<file path="config.mk">
export PLATFORM = sky130hd
export DESIGN_NAME = bcl_core
export DESIGN_NICKNAME = d
export VERILOG_FILES = /design/src/hdl/bcl_pkg.sv /design/src/hdl/bcl_core.sv
export SDC_FILE = /design/constraint.sdc
export NUM_CORES = 1
export LEC_CHECK = 0
export BUFFER_PORTS_ARGS = -buffer_cell sky130_fd_sc_hd__buf_2
export CORE_MARGIN = 2
export CORE_UTILIZATION = 40
export CTS_CLUSTER_SIZE = 28
export DETAILED_ROUTE_END_ITERATION = 7
export GPL_TIMING_DRIVEN = 0
export SLEW_MARGIN = 20
export SYNTH_ARGS = -nofsm -noshare
export SYNTH_HDL_FRONTEND = slang
export SYNTH_SLANG_ARGS = --single-unit
</file>
<file path="constraint.sdc">
create_clock -name mclk -period 4.9 [get_ports mclk]
set_clock_uncertainty 0.15 [all_clocks]
set_input_delay 0.98 -clock mclk [delete_from_list [all_inputs] [get_ports mclk]]
set_output_delay 0.98 -clock mclk [all_outputs]
set_load 0.02 [all_outputs]
</file>
<file path="src/hdl/bcl_pkg.sv">
// package: constants, types and register map of the commutation logic
package bcl_pkg;

  // ------------------------------------------------------------
  // timing
  // ------------------------------------------------------------
  localparam int unsigned CLK_HZ = 20000000;
  localparam int unsigned OSC_HZ = 25000;
  localparam logic [15:0] PERIOD_RST = 16'(CLK_HZ / OSC_HZ);
  localparam logic [15:0] LEVEL_RST = 16'h0000;
  localparam logic [15:0] DELAY_RST = 16'h0fa0;

  // ------------------------------------------------------------
  // register map (byte addresses)
  // ------------------------------------------------------------
  localparam logic [7:0] PERIOD_OFS = 8'h00;
  localparam logic [7:0] LEVEL_OFS = 8'h04;
  localparam logic [7:0] CONFIG_OFS = 8'h08;
  localparam logic [7:0] DELAY_OFS = 8'h0c;
  localparam logic [7:0] STATUS_OFS = 8'h10;
  localparam logic [7:0] IRQ_STAT_OFS = 8'h14;
  localparam logic [7:0] IRQ_MASK_OFS = 8'h18;
  localparam int CFG_LATCH_MODE = 0;
  localparam int CFG_LATCH_CLR = 1;
  localparam int EV_INVALID = 0;
  localparam int EV_TRIP = 1;
  localparam int EV_LATCH = 2;
  localparam int EV_SUPPLY = 3;
  localparam int NEV = 4;
  localparam logic [2:0] STEP_BAD = 3'h7;

  // ------------------------------------------------------------
  // carriers
  // ------------------------------------------------------------
  typedef struct packed {
    logic run_en;
    logic brake;
    logic sel60;
    logic fwd;
    logic uvlo;
    logic tsd;
    logic cur_trip;
    logic [2:0] hall;
  } bcl_ctl_s;

  typedef struct packed {
    logic [2:0] hi;
    logic [2:0] lo;
  } bcl_drv_s;

  typedef enum logic [1:0] {
    BCL_IDLE = 2'b01,
    BCL_ACK = 2'b10
  } bcl_bus_e;

endpackage : bcl_pkg

</file>
<file path="src/hdl/bcl_core.sv">
// module: six-step commutation, pwm, protection and register slave
//
// Added by the designer: register access over Avalon-MM and the register offsets.
module bcl_core (
  // clock and reset
  input wire logic mclk,
  input wire logic sys_rst,
  // avalon-mm slave
  input wire logic [7:0] avs_address,
  input wire logic avs_read,
  input wire logic avs_write,
  input wire logic [31:0] avs_writedata,
  output logic [31:0] avs_readdata,
  output logic avs_waitrequest,
  // motor pins
  input bcl_pkg::bcl_ctl_s ctl,
  output bcl_pkg::bcl_drv_s drv,
  output logic fault_out,
  output logic fault_oe_n,
  // interrupt
  output logic irq
);
  import bcl_pkg::*;

  typedef struct packed {
    bcl_bus_e bus;
    logic [31:0] rdata;
    logic [15:0] ramp;
    logic [15:0] period;
    logic [15:0] level;
    logic [15:0] delay;
    logic [15:0] dly_cnt;
    logic latch_mode;
    logic latched;
    logic cl_cyc;
    bcl_drv_s drv;
    logic fault;
    logic [NEV-1:0] ev_prev;
    logic [NEV-1:0] irq_st;
    logic [NEV-1:0] irq_mask;
  } bcl_state_s;

  bcl_state_s s_reg, s_next;

  // ------------------------------------------------------------
  // decode helpers
  // ------------------------------------------------------------
  // sensor code {a,b,c} to step 0..5, STEP_BAD for the two invalid codes
  function automatic logic [2:0] hall_step(input logic [2:0] h,
                                           input logic sel60);
    logic [2:0] st;
    st = STEP_BAD;
    if (sel60) begin
      case (h)
        3'b100: st = 3'h0;
        3'b110: st = 3'h1;
        3'b111: st = 3'h2;
        3'b011: st = 3'h3;
        3'b001: st = 3'h4;
        3'b000: st = 3'h5;
        default: st = STEP_BAD;
      endcase
    end else begin
      case (h)
        3'b100: st = 3'h0;
        3'b110: st = 3'h1;
        3'b010: st = 3'h2;
        3'b011: st = 3'h3;
        3'b001: st = 3'h4;
        3'b101: st = 3'h5;
        default: st = STEP_BAD;
      endcase
    end
    return st;
  endfunction

  // one-hot phase masks, bit0 = A; reverse swaps upper and lower
  function automatic bcl_drv_s step_drive(input logic [2:0] st,
                                          input logic fwd);
    bcl_drv_s d;
    d = '0;
    case (st)
      3'h0: d = '{hi: 3'h1, lo: 3'h4};
      3'h1: d = '{hi: 3'h2, lo: 3'h4};
      3'h2: d = '{hi: 3'h2, lo: 3'h1};
      3'h3: d = '{hi: 3'h4, lo: 3'h1};
      3'h4: d = '{hi: 3'h4, lo: 3'h2};
      3'h5: d = '{hi: 3'h1, lo: 3'h2};
      default: d = '0;
    endcase
    if (!fwd) begin
      d = '{hi: d.lo, lo: d.hi};
    end
    return d;
  endfunction

  // ------------------------------------------------------------
  // combinational terms
  // ------------------------------------------------------------
  logic [2:0] step;
  logic invalid;
  logic supply_bad;
  logic wrap;
  logic conduct;
  logic bus_req;
  logic bus_hit;
  logic [NEV-1:0] ev_now;

  assign step = hall_step(ctl.hall, ctl.sel60);
  assign invalid = (step == STEP_BAD);
  assign supply_bad = ctl.uvlo | ctl.tsd;
  assign wrap = (s_reg.ramp >= s_reg.period - 16'h0001);
  // ramp at or above level or a trip this cycle blocks the stroke
  assign conduct = (s_reg.ramp < s_reg.level) & ~s_reg.cl_cyc
                   & ~ctl.cur_trip;
  assign bus_req = avs_read | avs_write;
  assign bus_hit = (s_reg.bus == BCL_ACK);
  assign ev_now = {supply_bad, s_reg.latched, ctl.cur_trip, invalid};

  always_comb begin
    s_next = s_reg;
    // sawtooth
    s_next.ramp = wrap ? 16'h0000 : s_reg.ramp + 16'h0001;
    // per-cycle trip flag: a trip on the wrap edge still counts
    if (wrap) begin
      s_next.cl_cyc = 1'b0;
    end
    if (ctl.cur_trip) begin
      s_next.cl_cyc = 1'b1;
    end
    // delayed latched shutdown
    if (s_reg.latch_mode && ctl.cur_trip) begin
      if (s_reg.dly_cnt >= s_reg.delay) begin
        s_next.latched = 1'b1;
      end else begin
        s_next.dly_cnt = s_reg.dly_cnt + 16'h0001;
      end
    end else begin
      s_next.dly_cnt = 16'h0000;
    end
    // drive selection, registered so outputs are glitch free
    if (supply_bad) begin
      s_next.drv = '0;
    end else if (ctl.brake) begin
      s_next.drv.hi = 3'h0;
      // lowers wait until the uppers are already off
      s_next.drv.lo = (s_reg.drv.hi == 3'h0) ? 3'h7 : 3'h0;
    end else if (!ctl.run_en || invalid || s_reg.latched
                 || !conduct) begin
      s_next.drv = '0;
    end else begin
      s_next.drv = step_drive(step, ctl.fwd);
    end
    s_next.fault = invalid | ~ctl.run_en | ctl.cur_trip
                   | s_reg.latched | supply_bad;
    // rising edges of fault sources set sticky status
    s_next.ev_prev = ev_now;
    // bus: one wait state, then the access completes
    s_next.bus = (bus_req && !bus_hit) ? BCL_ACK : BCL_IDLE;
    if (bus_hit && avs_write) begin
      if (avs_address == PERIOD_OFS) begin
        s_next.period = avs_writedata[15:0];
      end else if (avs_address == LEVEL_OFS) begin
        s_next.level = avs_writedata[15:0];
      end else if (avs_address == CONFIG_OFS) begin
        s_next.latch_mode = avs_writedata[CFG_LATCH_MODE];
        if (avs_writedata[CFG_LATCH_CLR]) begin
          s_next.latched = 1'b0;
          s_next.dly_cnt = 16'h0000;
        end
      end else if (avs_address == DELAY_OFS) begin
        s_next.delay = avs_writedata[15:0];
      end else if (avs_address == IRQ_STAT_OFS) begin
        s_next.irq_st = s_reg.irq_st & ~avs_writedata[NEV-1:0];
      end else if (avs_address == IRQ_MASK_OFS) begin
        s_next.irq_mask = avs_writedata[NEV-1:0];
      end
    end
    // set wins over a same-cycle clear
    s_next.irq_st = s_next.irq_st | (ev_now & ~s_reg.ev_prev);
    s_next.rdata = 32'h0000_0000;
    if (bus_req && !bus_hit && avs_read) begin
      if (avs_address == PERIOD_OFS) begin
        s_next.rdata = {16'h0000, s_reg.period};
      end else if (avs_address == LEVEL_OFS) begin
        s_next.rdata = {16'h0000, s_reg.level};
      end else if (avs_address == CONFIG_OFS) begin
        s_next.rdata = {31'h0, s_reg.latch_mode};
      end else if (avs_address == DELAY_OFS) begin
        s_next.rdata = {16'h0000, s_reg.delay};
      end else if (avs_address == STATUS_OFS) begin
        s_next.rdata = {17'h00000, s_reg.drv, ctl.hall,
                        s_reg.latched, s_reg.cl_cyc, s_reg.fault,
                        step};
      end else if (avs_address == IRQ_STAT_OFS) begin
        s_next.rdata = {28'h0, s_reg.irq_st};
      end else if (avs_address == IRQ_MASK_OFS) begin
        s_next.rdata = {28'h0, s_reg.irq_mask};
      end
    end
    if (sys_rst) begin
      s_next = '0;
      s_next.bus = BCL_IDLE;
      s_next.period = PERIOD_RST;
      s_next.level = LEVEL_RST;
      s_next.delay = DELAY_RST;
    end
  end

  always_ff @(posedge mclk) begin
    s_reg <= s_next;
  end

  // ------------------------------------------------------------
  // outputs
  // ------------------------------------------------------------
  assign drv = s_reg.drv;
  assign fault_out = 1'b0;
  // open drain: enable low pulls the line low while a fault stands
  assign fault_oe_n = ~s_reg.fault;
  assign avs_waitrequest = bus_req & ~bus_hit;
  assign avs_readdata = s_reg.rdata;
  assign irq = |(s_reg.irq_st & s_reg.irq_mask);
endmodule : bcl_core

</file>
==> impl_metrics.tcl, run 1 <==
set metrics [dict create \
    status "completed" \
    cp-end-kind "flop" \
    hold_viol 0 \
    tightest_slew_ps 845.8 \
    cts_sinks 120 \
    crit_slowest_cell "nor4_1" \
    grt_pass1_wl_um 28300 \
    grt_max_degree 17 \
    drive_above_1_share 0.1632 \
    clk_pin_slew_ps 60 \
    critical_path_class "flop to flop" \
    gp_congestion 0.8833 \
    gr-usage-all-layers 0.2086 \
    ant_nets 0 \
    final_cell_mix "dfxtp_1 (120), nor2_1 (81), nand2_1 (70), a21oi_1 (64), buf_2 (64)" \
    min_period_over_period 0.7763 \
    netlist_instances 792 \
    final_cells 1121 \
    antenna_cells 0 \
    yosysWarnings 0 \
    synth_flop_cell "dfxtp_1" \
    cts-buffers-inserted 17 \
    critPathArrivalTime_ps 3950 \
    area_growth_pct 20.14 \
    ir_drop_mv 0.2488 \
    io_buffer_count 61 \
    routed_wl_um 17760 \
    setup_viol 0 \
    crit_chain "inv_1 -> ha_1 -> inv_1 -> nor4_1 -> nor2b_1 -> xnor2_1 -> ha_1 -> nand4_1 -> or4_1 -> nand2_1 -> clkbuf_1 -> nor2_1" \
    vias_per_cell 5.154 \
    p_sw_uw 577.0 \
    cpPeakStageDelay_ps 710 \
    fmax_ghz 0.2629 \
    postCtsSetupBuffers 0 \
    tns_ps 0 \
    power_frac_clock 0.569 \
    largest_register_ffs 97 \
    num_rows 47 \
    swShare 0.2204 \
    p_leak_nw 3.325 \
    final_common_cell "dfxtp_1" \
    ys_seq_area_frac 0.3607 \
    htree_levels 4 \
    dp.cells 1089 \
    cts_hold_buf 0 \
    p_per_area_nw_per_um2 327.3 \
    p_int_mw 2.042 \
    cts_buffer_depth 2 \
    grt_pass1_vias 5295 \
    synthArstFlopShare 0 \
    routedWlPerCell_um 15.85 \
    grt_overflow 0 \
    combPwrFrac 0.052 \
    cp.required_ps 5050 \
    worstHoldPathCells 2 \
    synthDistinctLibCells 55 \
    initial_core_util 0.4059 \
    clk_latency_ps 430 \
    rsz0062_at_grt "false" \
    antenna_found_initial 0 \
    drtPass1Iterations 5 \
    path_max_fanout 10 \
    syn_avg_cell_area_sq_um 8.409 \
    hold_path_class "flop to flop" \
    fp.dieW_um 133.0 \
    sequentialPowerShare 0.379 \
    dp_hpwl_um 13620 \
    slew_headroom 0.4309 \
    die_y_um 133.0 \
    synth_edf_count 0 \
    drc 0 \
    maxCapViolCount 0 \
    nets 992 \
    core_area_sq_um 16410 \
    netlist_area_sq_um 6660 \
    tritoncts "built" \
    die_area_sq_um 17700 \
    cp-start-kind "flop" \
    num_vias 5778 \
    post-route-min-period_ps 3804 \
    drt_iter0_drc 388 \
    final_max_slew_viol_count 0 \
    ctsResizeCount 0 \
    io_pins 96 \
    ys_ff_latch 120 \
    r2r_cells 12 \
    cts-root-buf "clkbuf_16" \
]
==> stage by stage <==
stage	power [mW]	hold WS (ps)	setup WS (ps)	utilization	cell area, sq um
after floorplan	1.095	286.5	1657	-	6720
after global placement	1.148	315.9	1008	0.4450	7301
after detailed placement	1.148	319.9	1035	0.4450	7301
after CTS	2.634	327.6	1121	0.4877	8001
after global routing	2.693	346.5	690.4	0.4877	8001
final	2.619	325.3	1096	0.4877	8001
==> per-layer routing <==
layer / track usage / vias up / wire (um)
li1: - / 2935 / -
met1: 0.2946 / 2638 / 8720
met2: 0.3086 / 171 / 7682
met3: 0.03755 / 34 / 866
met4: 0.09618 / 0 / 494
met5: 0 / - / 0
==> cells by family after synthesis <==
logic type	after synthesis	synth area share
compound gates	166	0.1561
fa+ha+maj	50	0.09393
xor+xnor	30	0.03945
other cells	1	0.0005631
mux	39	0.05880
simple gates	272	0.2003
buf+inv	114	0.09017
flops	120	0.3607
==> worst paths after layout <==
kind,start,endpoint,slack [ps]
min,s_reg[52]$_SDFFE_PP0P_,s_reg[52]$_SDFFE_PP0P_,330
max,s_reg[71]$_SDFFE_PP0P_,s_reg[97]$_SDFF_PP0_,1100
min reg2reg,s_reg[52]$_SDFFE_PP0P_,s_reg[52]$_SDFFE_PP0P_,330
max reg2reg,s_reg[71]$_SDFFE_PP0P_,s_reg[97]$_SDFF_PP0_,1100
==> power groups by stage <==
stage	sequential [mW]	combinational [mW]	clock, mW
final	0.994	0.135	1.49
after global routing	0.994	0.148	1.55
after CTS	0.994	0.134	1.51
after detailed placement	1.01	0.133	0
after global placement	1.01	0.133	0
after floorplan	1.01	0.0829	0
==> area by class of cell <==
cell class | count | area [sq um]
plain buffers | 72 | 442.9
fillers | 1610 | 8406
well taps | 220 | 275.3
clock inverters | 15 | 275.3
multi-input cells | 574 | 3717
flip-flops and latches | 120 | 2402
inverters | 42 | 157.7
clock buffers | 17 | 425.4
repair buffers | 61 | 305.3
==> synthesized netlist by cell type, types with 9 or more instances <==
cell type	instances	area (sq um)
dfxtp_1	120	2402
nor2_1	81	304.0
nand2_1	70	262.8
a21oi_1	64	320.3
ha_1	50	625.6
inv_1	42	157.7
buf_4	39	292.8
mux2i_1	38	380.4
a22oi_1	28	210.2
nand3_1	28	140.1
clkbuf_1	25	93.84
o21ai_0	23	115.1
xnor2_1	16	140.1
nor3_1	15	75.07
xor2_1	14	122.6
nor2b_1	12	75.07
o211ai_1	11	82.58
or4_1	11	82.58
nand2b_1	9	56.30
nand4_1	9	56.30
or3_1	9	56.30
==> worst max-delay path, delay by kind of cell (launching register included) <==
| kind | cells | cell delay [ps] |
|---|---|---|
| xor gates and xnor gates | 1 | 90 |
| buffers and inverters | 3 | 630 |
| adders and majority gates | 2 | 500 |
| and+or+nand+nor | 6 | 1960 |
| DFF | 1 | 350 |
Note: power is estimated with default switching activity, not from simulation.
==> run 2, diff against run 1 <==
Clock period 4.9 ns to 3.92 ns, I/O delays scaled along.
==> run 2 against run 1 <==
Critical path type unchanged. Cell count did not move. Critical path depth stayed put. Core utilization rose by 0.084 points. Total power increased by 25%. Clock-buffer cell count unchanged. Non-clock buffer count unchanged. Cell area up 0.17%. First-iteration DRC count decreased by 9.5%. Worst setup slack got worse by 580 ps. Largest cell class unchanged.
==> impl_metrics.tcl, run 2 (synthesized netlist as in run 1, its figures left out) <==
set metrics [dict create \
    final_common_cell "dfxtp_1" \
    io_pins 96 \
    cts_sinks 120 \
    path_max_fanout 10 \
    critPathArrivalTime_ps 3570 \
    clk_latency_ps 430 \
    final_cells 1121 \
    gr-usage-all-layers 0.2086 \
    routed_wl_um 17770 \
    num_rows 47 \
    die_y_um 133.0 \
    die_area_sq_um 17700 \
    dp_hpwl_um 13620 \
    slew_headroom 0.4622 \
    largest_register_ffs 97 \
    antenna_found_initial 0 \
    grt_max_degree 17 \
    initial_core_util 0.4059 \
    ir_drop_mv 0.3126 \
    drtPass1Iterations 5 \
    timing.hold.ws_ps 325.1 \
    r2r-end "s_reg[97]$_SDFF_PP0_" \
    fmax_ghz 0.2935 \
    cts-buffers-inserted 17 \
    hold_path_class "flop to flop" \
    maxCapViolCount 0 \
    antenna_cells 0 \
    tns_ps 0 \
    gp_congestion 0.8833 \
    cts_buffer_depth 2 \
    num_vias 5753 \
    drt_iter0_drc 351 \
    holdPathEnd "s_reg[52]$_SDFFE_PP0P_" \
    fp.dieW_um 133.0 \
    p_leak_nw 3.330 \
    swShare 0.2213 \
    rsz0062_at_grt "false" \
    routedWlPerCell_um 15.85 \
    cts_hold_buf 0 \
    p_sw_uw 725.2 \
    ctsResizeCount 0 \
    dp.cells 1089 \
    cp.required_ps 4080 \
    nets 992 \
    final_cell_mix "dfxtp_1 (120), nor2_1 (81), nand2_1 (70), a21oi_1 (64), buf_2 (64)" \
    clk_pin_slew_ps 60 \
    post-route-min-period_ps 3408 \
    sequentialPowerShare 0.379 \
    critical_path_class "flop to flop" \
    grt_pass1_vias 5295 \
    regArea_sq_um 2402 \
    nFillCells 1609 \
    combPwrFrac 0.052 \
    area_growth_pct 20.35 \
    power.total_mw 3.277 \
    io_buffer_count 61 \
    worstHoldPathCells 2 \
    p_per_area_nw_per_um2 408.9 \
    worstHoldStart "s_reg[52]$_SDFFE_PP0P_" \
    htree_levels 4 \
    ant_nets 0 \
    power_frac_clock 0.569 \
    cp-end-kind "flop" \
    vias_per_cell 5.132 \
    tritoncts "built" \
    r2r_cells 12 \
    rrSetupSlack_ps 510 \
    p_int_mw 2.552 \
    drc 0 \
    core_area_sq_um 16410 \
    tightest_slew_ps 805.0 \
    status "completed" \
    grt_overflow 0 \
    grt_pass1_wl_um 28300 \
    min_period_over_period 0.8693 \
    setup_viol 0 \
    final_max_slew_viol_count 0 \
    drive_above_1_share 0.1665 \
    postCtsSetupBuffers 0 \
    r2r_start "s_reg[72]$_SDFFE_PP0P_" \
    cts-root-buf "clkbuf_16" \
    multi_input_area_sq_um 3730 \
    cp-start-kind "flop" \
    hold_viol 0 \
]
==> run 2: worst max path at each step <==
stage,startpoint,to,slack (ps)
after floorplan,s_reg[72]$_SDFFE_PP0P_,s_reg[92]$_SDFF_PP0_,820
after global placement,avs_address[5],avs_readdata[0]$_SDFF_PP0_,220
after detailed placement,s_reg[70]$_SDFFE_PP0P_,s_reg[96]$_SDFF_PP0_,160
after CTS,s_reg[70]$_SDFFE_PP0P_,s_reg[97]$_SDFF_PP0_,140
after global routing,s_reg[72]$_SDFFE_PP0P_,s_reg[95]$_SDFF_PP0_,30
final,s_reg[72]$_SDFFE_PP0P_,s_reg[97]$_SDFF_PP0_,510
==> run 2: final cells by class <==
type	count	area share
well taps	220	0.03434
multi-input cells	574	0.4653
inverters	42	0.01967
clock inverters	15	0.03434
flip-flops and latches	120	0.2997
repair buffers	61	0.03809
plain buffers	72	0.05542
clock buffers	17	0.05308
==> run 2: critical path: stages, from the launching register on <==
cell and delay, ps:
dfxtp_1 370, nor3_1 260, nand2b_1 160, nor4_2 240, nand2b_1 180, nor3_1 260, xnor2_1 110, ha_1 300
nand4_1 140, or4_1 570, nand2_1 210, clkbuf_2 280, nor2_1 80
==> run 2: power by group through the flow <==
stage          Sequential (mW)  Clock, mW  Combinational [mW]
2_1_floorplan             1.26          0               0.104
3_3_place_gp              1.27          0               0.167
3_5_place_dp              1.27          0               0.167
4_1_cts                   1.24       1.88               0.168
5_1_grt                   1.24       1.94               0.185
6_report                  1.24       1.87               0.169
==> run 2: metal layers <==
metal  share of wire  global-route usage
met2            0.43              0.3086
met4           0.028             0.09618
met3           0.041             0.03755
met5               0                   0
met1            0.50              0.2946
==> run 2: per-stage QoR <==
step                utilization  cell area, sq um  setup WS, ps
floorplan                     -              6720         824.8
global placement         0.4450              7301         223.8
detailed placement       0.4450              7301         157.9
CTS                      0.4877              8001         140.8
global route             0.4885              8015         29.89
finish                   0.4885              8015         512.4
==> run 3, diff against run 2 <==
Settings changed: CORE_UTILIZATION 40 to 52, PLACE_DENSITY from default to 0.74.
==> run 3 against run 2 <==
Sequential power is essentially flat. Sequential share of layout area rose by 0.86 points. Worst hold slack improved by 0.89 ps. Clock-buffer cell count is 6 higher. Critical path depth fell by 1. Clock power down 21%. Total power down 12%. First-iteration DRC count up 13%. Wire length shrank 5.2%. Sequential cell count stayed put. Register-to-register slack worse by 110 ps. Critical path type unchanged. Highest routed layer unchanged.
==> impl_metrics.tcl, run 3 (synthesized netlist as in run 1, its figures left out) <==
set metrics [dict create \
    status "completed" \
    io_pins 96 \
    drt_iter0_drc 395 \
    hold_path_class "flop to flop" \
    worst_slack_ps 401.8 \
    dr_wl_met2_um 7741 \
    fmax_ghz 0.2842 \
    vias_per_cell 5.500 \
    antenna_found_initial 0 \
    tritoncts "built" \
    highest_layer "met4" \
    grt_pass1_wl_um 26960 \
    slew_headroom 0.5117 \
    fp.dieW_um 117.2 \
    drive_above_1_share 0.1578 \
    maxCapViolCount 0 \
    final_common_cell "dfxtp_1" \
    grt_max_degree 17 \
    clk_pin_slew_ps 50 \
    dr_wl_met3_um 1077 \
    hold_viol 0 \
    setup_viol 0 \
    cp-end-kind "flop" \
    rsz0062_at_grt "false" \
    clk_latency_ps 420 \
    met1_length_um 7679 \
    initial_core_util 0.5299 \
    die_area_sq_um 13730 \
    tns_ps 0 \
    grt_pass1_vias 5283 \
    path_max_fanout 15 \
    place_ws_ps 302.4 \
    num_vias 5896 \
    cp-start-kind "flop" \
    antenna_cells 0 \
    htree_levels 4 \
    num_rows 41 \
    postCtsSetupBuffers 0 \
    min_period_over_period 0.8975 \
    critPathArrivalTime_ps 3660 \
    final_cell_mix "dfxtp_1 (120), nor2_1 (81), nand2_1 (70), a21oi_1 (64), buf_2 (64)" \
    core_area_sq_um 12570 \
    ir_drop_mv 0.3124 \
    area_growth_pct 17.00 \
    dp_hpwl_um 12780 \
    gp_congestion 0.8868 \
    power.total_mw 2.878 \
    p_per_area_nw_per_um2 369.3 \
    p_leak_nw 3.256 \
    post-route-min-period_ps 3518 \
    rrSetupSlack_ps 400 \
    final_util 0.6200 \
    gr-usage-all-layers 0.2624 \
    cts_buffer_depth 2 \
    routed_wl_um 16850 \
    cts_sinks 120 \
    nFillCells 1122 \
    final_max_slew_viol_count 0 \
    critical_path_class "flop to flop" \
    drtPass1Iterations 4 \
    cts-root-buf "clkbuf_16" \
    io_buffer_count 61 \
    die_y_um 117.2 \
    cts-buffers-inserted 17 \
    cp.required_ps 4060 \
    ant_nets 0 \
    largest_register_ffs 97 \
    tightest_slew_ps 730.9 \
    routedWlPerCell_um 15.72 \
    grt_overflow 0 \
    nets 991 \
    drc 0 \
]
## run 3: area by class of cell
class                           instances  area, sq um  area share
Timing Repair Buffer                   61        305.3     0.03918
Tap cell                              172        215.2     0.02762
Clock buffer                           23        447.9     0.05748
Sequential cell                       120         2402      0.3083
Inverter                               42        157.7     0.02023
Multi-Input combinational cell        574         3724      0.4778
Clock inverter                          9        101.3     0.01301
Buffer                                 71        439.2     0.05636
## run 3: where the power goes
group / internal [mW] / leakage [nW] / total (mW) / switching [mW]
Combinational: 0.0612 / 2.02 / 0.168 / 0.107
Sequential: 1.23 / 0.970 / 1.24 / 0.00993
Clock: 0.927 / 0.269 / 1.47 / 0.539
## run 3: metal layers
metal / vias up / track usage
met3: 31 / 0.05407
met5: - / 0
met1: 2733 / 0.3558
met2: 197 / 0.4142
li1: 2935 / -
met4: 0 / 0.09725
## run 3: worst max-delay path, cell delays in order, from the launching register on
cell and delay, ps:
dfxtp_1 360, nor3_1 270, nand2b_1 140, nor4_1 360, nand2b_1 200, nor3_1 260, xnor2_1 120, ha_1 310
nand4_1 120, or4_1 560, nand2_1 420, nor2_1 110
## run 3: per-stage QoR
stage	area [sq um]	hold slack, ps	std cells
3_5_place_dp	7241	319.9	1041
4_1_cts	7790	327.2	1073
6_report	7792	326.0	1072
5_1_grt	7792	344.2	1072
2_1_floorplan	6720	286.5	808
3_3_place_gp	7241	315.5	1041
## run 3: path summary, 6_finish.rpt
| check | start | endpoint | cells past startpoint |
|---|---|---|---|
| worst max-delay path | s_reg[72]$_SDFFE_PP0P_ | s_reg[88]$_SDFF_PP0_ | 11 |
| worst min-delay path | s_reg[51]$_SDFFE_PP0P_ | s_reg[51]$_SDFFE_PP0P_ | 2 |
| worst max register to register | s_reg[72]$_SDFFE_PP0P_ | s_reg[88]$_SDFF_PP0_ | 11 |
| worst min register to register | s_reg[51]$_SDFFE_PP0P_ | s_reg[51]$_SDFFE_PP0P_ | 2 |
## run 3: repair_timing
item                       CTS  global route
gates resized for setup      0             1
hold buffers                 0             0
setup endpoints to repair    0            10
